[config.mk]
export PLATFORM = sky130hd
export DESIGN_NAME = dtd_core
export DESIGN_NICKNAME = d
export VERILOG_FILES = /design/src/hdl/dtd_pkg.sv /design/src/hdl/dtd_eclk.sv /design/src/hdl/dtd_core.sv
export SDC_FILE = /design/constraint.sdc
export NUM_CORES = 2
export LEC_CHECK = 0
export BUFFER_PORTS_ARGS = -buffer_cell sky130_fd_sc_hd__buf_2
export CAP_MARGIN = 20
export CORE_MARGIN = 3
export CORE_UTILIZATION = 25
export DETAILED_ROUTE_END_ITERATION = 8
export PLACE_DENSITY = 0.36
export SYNTH_ARGS = -nofsm -noshare
export SYNTH_HDL_FRONTEND = slang
export SYNTH_SLANG_ARGS = --single-unit
[constraint.sdc]
create_clock -name i_clk -period 9.9 [get_ports i_clk]
set_input_delay 0.495 -clock i_clk [delete_from_list [all_inputs] [get_ports i_clk]]
set_output_delay 0.495 -clock i_clk [all_outputs]
set_load 0.03 [all_outputs]
[src/hdl/dtd_pkg.sv]
`default_nettype none
package dtd_pkg;

    // Instruction groups in bits 15:12
    localparam logic [3:0] DTD_GRP_ABS8_LD = 4'h2;
    localparam logic [3:0] DTD_GRP_ABS8_ST = 4'h3;
    localparam logic [3:0] DTD_GRP_MOV = 4'h6;
    localparam logic [3:0] DTD_GRP_IMM8 = 4'hF;

    // Move-family mode field in bits 11:9
    localparam logic [2:0] DTD_M_REG = 3'h0;
    localparam logic [2:0] DTD_M_IND = 3'h1;
    localparam logic [2:0] DTD_M_DISP = 3'h2;
    localparam logic [2:0] DTD_M_PREPOST = 3'h3;
    localparam logic [2:0] DTD_M_ABS16 = 3'h4;
    localparam logic [2:0] DTD_M_IMM16 = 3'h5;
    localparam logic [2:0] DTD_M_PERIPH = 3'h6;
    localparam logic [2:0] DTD_M_PUSHPOP = 3'h7;

    // Field positions
    localparam int DTD_SIZE_BIT = 8;
    localparam int DTD_DIR_BIT = 7;

    // Direction field values
    localparam logic DTD_DIR_LOAD = 1'b0;
    localparam logic DTD_DIR_STORE = 1'b1;

    localparam logic [2:0] DTD_SP_IDX = 3'h7;
    localparam logic [15:0] DTD_PC_RESET = 16'h0000;
    localparam logic [15:0] DTD_PC_STEP = 16'h0002;
    localparam logic [15:0] DTD_STEP_WORD = 16'h0002;
    localparam logic [15:0] DTD_STEP_BYTE = 16'h0001;
    localparam logic [7:0] DTD_ABS8_PAGE = 8'hFF;
    localparam int DTD_E_DIV_DEF = 8;

    typedef enum logic [6:0] {
        S_IDLE = 7'h01,
        S_FETCH1 = 7'h02,
        S_FETCH2 = 7'h04,
        S_EXEC = 7'h08,
        S_MEM = 7'h10,
        S_PWAIT = 7'h20,
        S_PXFER = 7'h40
    } dtd_state_e;

endpackage
`default_nettype wire

[src/hdl/dtd_eclk.sv]
`timescale 1ns/1ns
`default_nettype none
module dtd_eclk import dtd_pkg::*; #(
    parameter int DIV = DTD_E_DIV_DEF
) (
    input wire logic i_clk,
    input wire logic i_rstn,
    output logic o_tick,
    output logic o_e_clk
);
    localparam int CW = $clog2(DIV);

    logic [CW-1:0] cnt_q;
    logic [CW-1:0] cnt_d;
    logic tick_q;
    logic tick_d;
    logic e_q;
    logic e_d;

    always_comb begin
        tick_d = (cnt_q == CW'(DIV - 1));
        cnt_d = tick_d ? '0 : cnt_q + 1'b1;
        e_d = (cnt_d >= CW'(DIV / 2));
    end

    always_ff @(posedge i_clk) begin
        if (!i_rstn) begin
            cnt_q <= '0;
            tick_q <= 1'b0;
            e_q <= 1'b0;
        end else begin
            cnt_q <= cnt_d;
            tick_q <= tick_d;
            e_q <= e_d;
        end
    end

    assign o_tick = tick_q;
    assign o_e_clk = e_q;
endmodule // dtd_eclk
`default_nettype wire

[src/hdl/dtd_core.sv]
`timescale 1ns/1ns
`default_nettype none
module dtd_core import dtd_pkg::*; #(
    parameter int E_DIV = DTD_E_DIV_DEF
) (
    input wire logic i_clk,
    input wire logic i_rstn,
    input wire logic i_run,
    output logic o_fetch_req,
    output logic [15:0] o_fetch_addr,
    input wire logic i_fetch_valid,
    input wire logic [15:0] i_fetch_word,
    output logic o_mem_req,
    output logic o_per_req,
    output logic o_mem_we,
    output logic o_mem_word,
    output logic [15:0] o_mem_addr,
    output logic [15:0] o_mem_wdata,
    input wire logic i_mem_ack,
    input wire logic [15:0] i_mem_rdata,
    output logic o_e_clk,
    output logic o_done,
    output logic o_illegal,
    input wire logic [2:0] i_dbg_sel,
    output logic [15:0] o_dbg_data
);
    dtd_state_e st_q, st_d;
    logic [15:0] regs_q [8];
    logic [15:0] regs_d [8];
    logic [15:0] pc_q, pc_d, ir_q, ir_d, ext_q, ext_d;
    logic [15:0] addr_q, addr_d, wdata_q, wdata_d, dbg_q, dbg_d;
    logic we_q, we_d, word_q, word_d, done_q, done_d, ill_q, ill_d;
    logic tick;

    logic [3:0] grp;
    logic [2:0] mode;
    logic dir;
    logic [2:0] rm;
    logic [3:0] rnf;
    logic [2:0] rn;
    logic is_mov, is_word;
    logic [2:0] areg;
    logic [15:0] step, ea;
    logic [7:0] src_byte;

    function automatic logic f_ext(input logic [15:0] w);
        logic [2:0] m;
        m = w[11:9];
        f_ext = (w[15:12] == DTD_GRP_MOV) && ((m == DTD_M_DISP) || (m == DTD_M_ABS16) ||
                (m == DTD_M_IMM16) || (m == DTD_M_PERIPH));
    endfunction

    function automatic logic [7:0] f_get(input logic [15:0] r, input logic lo);
        f_get = lo ? r[7:0] : r[15:8];
    endfunction

    function automatic logic [15:0] f_put(input logic [15:0] r, input logic lo,
                                          input logic [7:0] b);
        f_put = lo ? {r[15:8], b} : {b, r[7:0]};
    endfunction

    dtd_eclk #(.DIV(E_DIV)) u_eclk (
        .i_clk(i_clk),
        .i_rstn(i_rstn),
        .o_tick(tick),
        .o_e_clk(o_e_clk)
    );

    // Field extraction
    always_comb begin
        grp = ir_q[15:12];
        mode = ir_q[11:9];
        dir = ir_q[DTD_DIR_BIT];
        rm = ir_q[6:4];
        is_mov = (grp == DTD_GRP_MOV);
        rnf = is_mov ? ir_q[3:0] : ir_q[11:8];
        rn = rnf[2:0];
        areg = (mode == DTD_M_PUSHPOP) ? DTD_SP_IDX : rm;
        // Stack traffic is word wide whatever the size bit says
        is_word = is_mov && (ir_q[DTD_SIZE_BIT] || (mode == DTD_M_PUSHPOP) ||
                  ((mode == DTD_M_PREPOST) && (rm == DTD_SP_IDX)));
        step = is_word ? DTD_STEP_WORD : DTD_STEP_BYTE;
        src_byte = f_get(regs_q[rn], rnf[3]);
        case (mode)
            DTD_M_DISP: ea = regs_q[rm] + ext_q;
            DTD_M_ABS16, DTD_M_PERIPH: ea = ext_q;
            DTD_M_PREPOST, DTD_M_PUSHPOP: ea = dir ? regs_q[areg] - step : regs_q[areg];
            default: ea = regs_q[rm];
        endcase
    end

    always_comb begin
        st_d = st_q;
        pc_d = pc_q;
        ir_d = ir_q;
        ext_d = ext_q;
        addr_d = addr_q;
        wdata_d = wdata_q;
        we_d = we_q;
        word_d = word_q;
        done_d = 1'b0;
        ill_d = 1'b0;
        regs_d = regs_q;
        dbg_d = regs_q[i_dbg_sel];
        case (st_q)
            S_IDLE: begin
                if (i_run) begin
                    st_d = S_FETCH1;
                end
            end
            S_FETCH1: begin
                if (i_fetch_valid) begin
                    ir_d = i_fetch_word;
                    pc_d = pc_q + DTD_PC_STEP;
                    st_d = f_ext(i_fetch_word) ? S_FETCH2 : S_EXEC;
                end
            end
            S_FETCH2: begin
                if (i_fetch_valid) begin
                    ext_d = i_fetch_word;
                    pc_d = pc_q + DTD_PC_STEP;
                    st_d = S_EXEC;
                end
            end
            S_EXEC: begin
                st_d = i_run ? S_FETCH1 : S_IDLE;
                done_d = 1'b1;
                word_d = is_word;
                we_d = dir;
                wdata_d = is_word ? regs_q[rn] : {src_byte, src_byte};
                if (is_mov) begin
                    case (mode)
                        DTD_M_REG: begin
                            if (ir_q[DTD_SIZE_BIT]) begin
                                regs_d[rn] = regs_q[ir_q[6:4]];
                            end else begin
                                regs_d[rn] = f_put(regs_q[rn], rnf[3],
                                                   f_get(regs_q[ir_q[6:4]], ir_q[7]));
                            end
                        end
                        DTD_M_IMM16: begin
                            regs_d[rn] = is_word ? ext_q : f_put(regs_q[rn], rnf[3], ext_q[7:0]);
                        end
                        DTD_M_PERIPH: begin
                            // Byte transfer waits for the slow clock
                            addr_d = ea;
                            word_d = 1'b0;
                            we_d = dir;
                            wdata_d = {src_byte, src_byte};
                            st_d = S_PWAIT;
                            done_d = 1'b0;
                        end
                        default: begin
                            addr_d = is_word ? {ea[15:1], 1'b0} : ea;
                            if (mode == DTD_M_PREPOST || mode == DTD_M_PUSHPOP) begin
                                regs_d[areg] = dir ? regs_q[areg] - step
                                                   : regs_q[areg] + step;
                            end
                            st_d = S_MEM;
                            done_d = 1'b0;
                        end
                    endcase
                end else if (grp == DTD_GRP_IMM8) begin
                    regs_d[rn] = f_put(regs_q[rn], rnf[3], ir_q[7:0]);
                end else if (grp == DTD_GRP_ABS8_LD || grp == DTD_GRP_ABS8_ST) begin
                    addr_d = {DTD_ABS8_PAGE, ir_q[7:0]};
                    word_d = 1'b0;
                    we_d = (grp == DTD_GRP_ABS8_ST);
                    st_d = S_MEM;
                    done_d = 1'b0;
                end else begin
                    done_d = 1'b0;
                    ill_d = 1'b1;
                end
            end
            S_MEM: begin
                if (i_mem_ack) begin
                    if (!we_q) begin
                        regs_d[rn] = word_q ? i_mem_rdata
                                            : f_put(regs_q[rn], rnf[3], i_mem_rdata[7:0]);
                    end
                    done_d = 1'b1;
                    st_d = i_run ? S_FETCH1 : S_IDLE;
                end
            end
            S_PWAIT: begin
                if (tick) begin
                    st_d = S_PXFER;
                end
            end
            S_PXFER: begin
                if (tick) begin
                    if (we_q == DTD_DIR_LOAD) begin
                        regs_d[rn] = f_put(regs_q[rn], rnf[3], i_mem_rdata[7:0]);
                    end
                    done_d = 1'b1;
                    st_d = i_run ? S_FETCH1 : S_IDLE;
                end
            end
            default: st_d = S_IDLE;
        endcase
    end

    always_ff @(posedge i_clk) begin
        if (!i_rstn) begin
            st_q <= S_IDLE;
            regs_q <= '{default: 16'h0000};
            pc_q <= DTD_PC_RESET;
            ir_q <= 16'h0000;
            ext_q <= 16'h0000;
            addr_q <= 16'h0000;
            wdata_q <= 16'h0000;
            we_q <= 1'b0;
            word_q <= 1'b0;
            done_q <= 1'b0;
            ill_q <= 1'b0;
            dbg_q <= 16'h0000;
        end else begin
            st_q <= st_d;
            regs_q <= regs_d;
            pc_q <= pc_d;
            ir_q <= ir_d;
            ext_q <= ext_d;
            addr_q <= addr_d;
            wdata_q <= wdata_d;
            we_q <= we_d;
            word_q <= word_d;
            done_q <= done_d;
            ill_q <= ill_d;
            dbg_q <= dbg_d;
        end
    end

    assign o_fetch_req = (st_q == S_FETCH1) || (st_q == S_FETCH2);
    assign o_fetch_addr = pc_q;
    assign o_mem_req = (st_q == S_MEM);
    assign o_per_req = (st_q == S_PXFER);
    assign o_mem_we = we_q;
    assign o_mem_word = word_q;
    assign o_mem_addr = addr_q;
    assign o_mem_wdata = wdata_q;
    assign o_done = done_q;
    assign o_illegal = ill_q;
    assign o_dbg_data = dbg_q;

    AST_WORD_EVEN: assert property (@(posedge i_clk) disable iff (!i_rstn)
        (o_mem_req && o_mem_word) |-> !o_mem_addr[0])
        else $error("word access at odd address");
    AST_STACK_WORD: assert property (@(posedge i_clk) disable iff (!i_rstn)
        (st_q == S_EXEC && is_mov && mode == DTD_M_PUSHPOP) |=> (o_mem_req && o_mem_word))
        else $error("stack access not word sized");
    AST_PUSH_DEC: assert property (@(posedge i_clk) disable iff (!i_rstn)
        (st_q == S_EXEC && is_mov && mode == DTD_M_PUSHPOP && dir)
        |=> (regs_q[DTD_SP_IDX] == $past(regs_q[DTD_SP_IDX]) - 16'h0002) && o_mem_we)
        else $error("push did not predecrement by two");
    AST_POP_INC: assert property (@(posedge i_clk) disable iff (!i_rstn)
        (st_q == S_EXEC && is_mov && mode == DTD_M_PUSHPOP && !dir)
        |=> (regs_q[DTD_SP_IDX] == $past(regs_q[DTD_SP_IDX]) + 16'h0002) && !o_mem_we)
        else $error("pop did not postincrement by two");
    AST_PER_START: assert property (@(posedge i_clk) disable iff (!i_rstn)
        $rose(o_per_req) |-> $past(tick))
        else $error("peripheral transfer not aligned to slow clock");
    AST_PER_LEN: assert property (@(posedge i_clk) disable iff (!i_rstn)
        $rose(o_per_req) |-> (o_per_req && !o_mem_word) [*2])
        else $error("peripheral transfer too short or not byte");
    AST_PER_DIR: assert property (@(posedge i_clk) disable iff (!i_rstn)
        o_per_req |-> (o_mem_we == ir_q[DTD_DIR_BIT]))
        else $error("peripheral direction mismatch");
    AST_EXT_FETCH: assert property (@(posedge i_clk) disable iff (!i_rstn)
        (st_q == S_EXEC && f_ext(ir_q)) |-> $past(st_q) == S_FETCH2)
        else $error("extension word not fetched");
    AST_IMM16: assert property (@(posedge i_clk) disable iff (!i_rstn)
        (st_q == S_EXEC && is_mov && mode == DTD_M_IMM16 && is_word)
        |=> regs_q[$past(rn)] == $past(ext_q))
        else $error("immediate word not loaded");
    AST_RR_WORD: assert property (@(posedge i_clk) disable iff (!i_rstn)
        (st_q == S_EXEC && is_mov && mode == DTD_M_REG && ir_q[DTD_SIZE_BIT])
        |=> regs_q[$past(rn)] == $past(regs_q[ir_q[6:4]]))
        else $error("register move wrong");
    AST_SHORT_BYTE: assert property (@(posedge i_clk) disable iff (!i_rstn)
        (st_q == S_EXEC && (grp == DTD_GRP_ABS8_LD || grp == DTD_GRP_ABS8_ST))
        |=> o_mem_req && !o_mem_word)
        else $error("short absolute access not byte");
endmodule // dtd_core
`default_nettype wire

==> Word-level counts from Yosys, hierarchy flattened <==
Cells that the tools add are included.
{ "word_totals": {"reg_bits": 240, "inputBits": 40, "wordCells": 187} }
{ "classes": {"add_sub_neg": 5, "order_cmp": 7, "eq_ne": 37, "mux": 83, "n_bitwise": 6, "n_reduce_logical": 27} }
{ "op_table": {"columns": ["op", "n"], "rows": [
  ["two-way mux 128 bit", 8],
  ["bitwise mux 128 bit", 7],
  ["case mux 128 bit (3 select lines)", 2],
  ["two-way mux 16 bit", 24],
  ["binary-select mux 16 bit (select 3 bit)", 4],
  ["demux 16 bit (select 3 bit)", 2],
  ["two-way mux 7 bit", 7],
  ["case mux 7 bit (7 select lines)", 1],
  ["case mux 16 bit (3 select lines)", 1],
  ["case mux 16 bit (2 select lines)", 1],
  ["== test 3 bit (second input constant)", 9],
  ["adder 16 bit", 1],
  ["adder 16 x 2 -> 16 bit", 1],
  ["adder 16 x 2 -> 16 bit (second input constant)", 1],
  [">= comparator 4 bit (second input constant)", 4],
  ["two-way mux 8 bit", 2],
  ["NOT 3 -> 4 bit", 4],
  ["subtractor 16 x 2 -> 16 bit", 1],
  ["two-way mux 1 bit", 14],
  ["!= test 2 bit (second input constant)", 7],
  ["case mux 6 bit (2 select lines)", 1],
  ["two-way mux 5 bit", 2],
  ["== test 3 x 2 -> 1 bit (second input constant)", 3],
  ["== test 4 x 2 -> 1 bit (second input constant)", 2],
  ["other kinds (31)", 56]
]} }

==> Logic depth before layout (Yosys ltp) <==
{ "depth": {"ltp_word": 13, "mapped_depth": 22} }

==> Hierarchy <==
From an unflattened synthesis, not the netlist that was laid out.
{ "unflattened": {"hier_cells": 3078, "area_unflattened_um2": 22492.8} }
{ "by_module_without_submodules": {"columns": ["module", "instances", "cells_per_inst", "area_per_inst_um2"], "rows": [
  ["dtd_core", 1, 3068, 22352.7],
  ["dtd_eclk", 1, 10, 140.1]
]} }

==> Worst setup path before layout <==
Ideal clock, no wire load.
{ "synth_timing": {"path_type": "reg-to-reg", "start": "reg ir_q[4]", "end": "reg with a tool-made name", "setup_ps": 117, "t_arrival_ps": 4067, "required_ps": 9783, "slack_ps": 5716, "stages_incl_launch_ff": 22, "period_less_slack_ps": 4184, "path_cell_list": "dfxtp_1 buf_6 buf_8 buf_12 buf_6 buf_4 buf_4 buf_2 buf_2 mux2i_1 a22oi_1 o211ai_1 inv_1 ha_1 fa_1 nor2b_1 nand4_2 or3_1 o22ai_2 xnor2_1 o211ai_1 a32o_1"} }
{ "synth_rtl": {"columns": ["element", "line_no", "rtl"], "rows": [
  ["start: declaration", "dtd_core.sv:30", "logic [15:0] pc_q, pc_d, ir_q, ir_d, ext_q, ext_d;"],
  ["start signal: assignment", "dtd_core.sv:222", "ir_q <= ir_d;"]
]} }

==> results.md <==
* Core ar. at 88900 sq um
* Lkg Pwr at 9.19 nW
* Slew Viols, Final at 0
* Critical Path Sink Type: register
* Row count at 109
* Syn Inst Count at 3003
* I/O Pins at 112
* Worst slew pin tran at 1470 ps
* H-tree level count at 2
* Router iterations before antenna repair at 7
* WL final at 197000 microns
* Ys flop type: dfxtp_1
* Min-delay worst type: input port to register
* Final setup violation count at 0
* Clock buffer depth at 3
* RSZ-0062 raised after global routing: false
* Placed cells at 4192
* Layout cells sized above 1 at 17.9%
* Initial antenna violation count at 21
* Yosys synthesis warning count at 0
* Vias per inst at 7.05
* Most area-hungry cell type in the Yosys netlist: dfxtp_1
* Routed Antenna Nets at 0
* I/O Buffers at 110
* Chip width at 306 microns
* Sequential-to-total area share from yosys stat at 21.1%
* Total of max-cap violations at 0
* WL per Instance at 46.1 microns
* Post-synthesis register bit count at 238
* Largest net degree at the start of global routing at 77
* Status: complete, no violations
* Yosys cell types at 114
* Fmax at 170 MHz
* Worst slew margin at 1.81%
* Synth top cells by count: nor2_1, nand2_1, o21ai_0, a21oi_1, dfxtp_1
* Share of the synthesized area in the top cell type at 21.1%
* Initial Util at 25.4%
* Register clock-pin slew on the reported worst setup and hold paths at 60 ps
* Syn avg cell area at 7.52 sq um
* Peak supply drop at 0.103 mV
* Setup crit start kind: register
* Setup_tns at 0 ps
* Clock Sinks at 238
* Total grt overflow at 0
* CP arrival at 6350 ps
* Post-synth EDFFs at 0
* Post-Syn Area at 22600 sq um
* P&R area growth vs syn at 16.6%
* Chip height at 306 microns
* Skew final at 44.1 ps
* Clk_lat worst skew at 640 ps
* Clock tree from TritonCTS: built
* Count leader, synth: nor2_1
* Final routed DRC violation total at 0
* Total GRT Usage at 40.3%
* Vias at 30100
* Mapped Nets at 3069
* Hold Buf Count CTS at 0
* First-pass GRT wire length at 259000 microns
* Vias in the first global route at 27500
* CP max FO at 26
* Die Area at 93900 sq um
* TritonCTS Buffers at 37
* Most area-consuming cells after synthesis: dfxtp_1, mux4_2, o21ai_0
* Non-filler cells in the finished layout at 4268
* Clock root cell: clkbuf_16
* Async SR Flop Fraction at 0%
* Gates resized, CTS repair at 0
* Final hold viol count at 0
* CP Data Required Time at 10360 ps
* Final worst path period need at 5890 ps
* GPL Wtd Cong at 1.11
* Setup bufs post-CTS at 0
* Crit Path Class: register to register
* DRT iter0 DRCs at 5779
* Detailed Place HPWL at 142000 microns
* Period utilisation layout at 59.5%
* Layout Nets at 3134
* Cell Pwr Density at 122 nW/um^2
==> cells in the final DEF, fill, tap and decap left out, drive strengths merged, types with 23 or more instances in the layout <==
master  synthesis  final
nor2          326    326
o21ai         299    299
nand2         297    297
buf            74    274
a21oi         253    253
dfxtp         238    238
mux2i          92     92
nor3           82     82
nand3          74     74
mux4           72     72
o221ai         65     65
o22ai          64     64
a221oi         56     56
a211oi         55     55
a31oi          53     53
clkbuf        174     48
inv            47     47
o211ai         43     43
or3            39     39
xnor2          34     34
o21a           31     31
a22oi          29     29
nand2b         28     28
and2           27     27
and3           26     26
ha             23     23
==> routing by layer <==
layer  track usage, %  wire (microns)
met4             28.0           16800
met1             50.6           75400
met2             53.8           75300
met3             18.9           29200
met5                0             151
==> stage by stage <==
| stage | hold WS (ps) | total power [W] | area (sq um) | utilization (%) | worst slack, ps |
|---|---|---|---|---|---|
| 2_1_floorplan | 404 | 0.00135 | 22600 | - | 5720 |
| 3_3_place_gp | 417 | 0.00171 | 24900 | 28.0 | 4430 |
| 3_5_place_dp | 435 | 0.00171 | 25000 | 28.1 | 4370 |
| 4_1_cts | 96.3 | 0.00319 | 26300 | 29.5 | 4310 |
| 5_1_grt | 121 | 0.00327 | 26300 | 29.6 | 3920 |
| 6_report | 116 | 0.00322 | 26300 | 29.6 | 4010 |
==> path summary, 6_finish.rpt <==
| path | start | endpoint | slack, ps | cells past startpoint |
|---|---|---|---|---|
| worst max-delay path | ir_q[9]$_SDFFE_PN0P_ | register | 4010 | 10 |
| worst min-delay path | i_fetch_word[1] | ext_q[1]$_SDFFE_PN0P_ | 120 | 3 |
| worst max register to register | ir_q[9]$_SDFFE_PN0P_ | register | 4010 | 10 |
| worst min register to register | u_eclk.cnt_q[0]$_SDFF_PN0_ | u_eclk.cnt_q[0]$_SDFF_PN0_ | 440 | 1 |
==> report_power, final <==
part           switching (W)  internal (W)
combinational       0.000581      0.000172
sequential         0.0000209      0.000968
clock               0.000611      0.000870
==> area by class of cell <==
type	instances	area, sq um
fillers	9685	62600
inverters	49	186
clock buffers	48	1030
multi-input cells	2468	16800
flip-flops and latches	238	4770
well taps	1165	1460
clock inverters	17	269
repair buffers	274	1810
diodes	9	22.5
==> worst max-delay path, stage by stage, from the launching register on <==
cell and delay [ps]:
dfxtp_1 880, buf_4 520, nand2_1 520, mux2_2 740, a21o_1 280, a21oi_2 890
o31ai_2 130, buf_4 250, o21a_1 490, o22ai_1 790, a211oi_2 150
==> cells by family after synthesis <==
family / after synthesis / share of synthesized area (%)
flip-flops: 238 / 21.1
AO/OA/AOI/OAI: 1198 / 36.2
XOR/XNOR: 56 / 2.27
adder cells (fa/ha/maj): 26 / 1.54
multiplexers: 186 / 12.5
other: 1 / 0.0166
AND/OR/NAND/NOR: 1001 / 20.7
buffers and inverters: 297 / 5.72
Note: power is estimated with default switching activity, not from simulation.
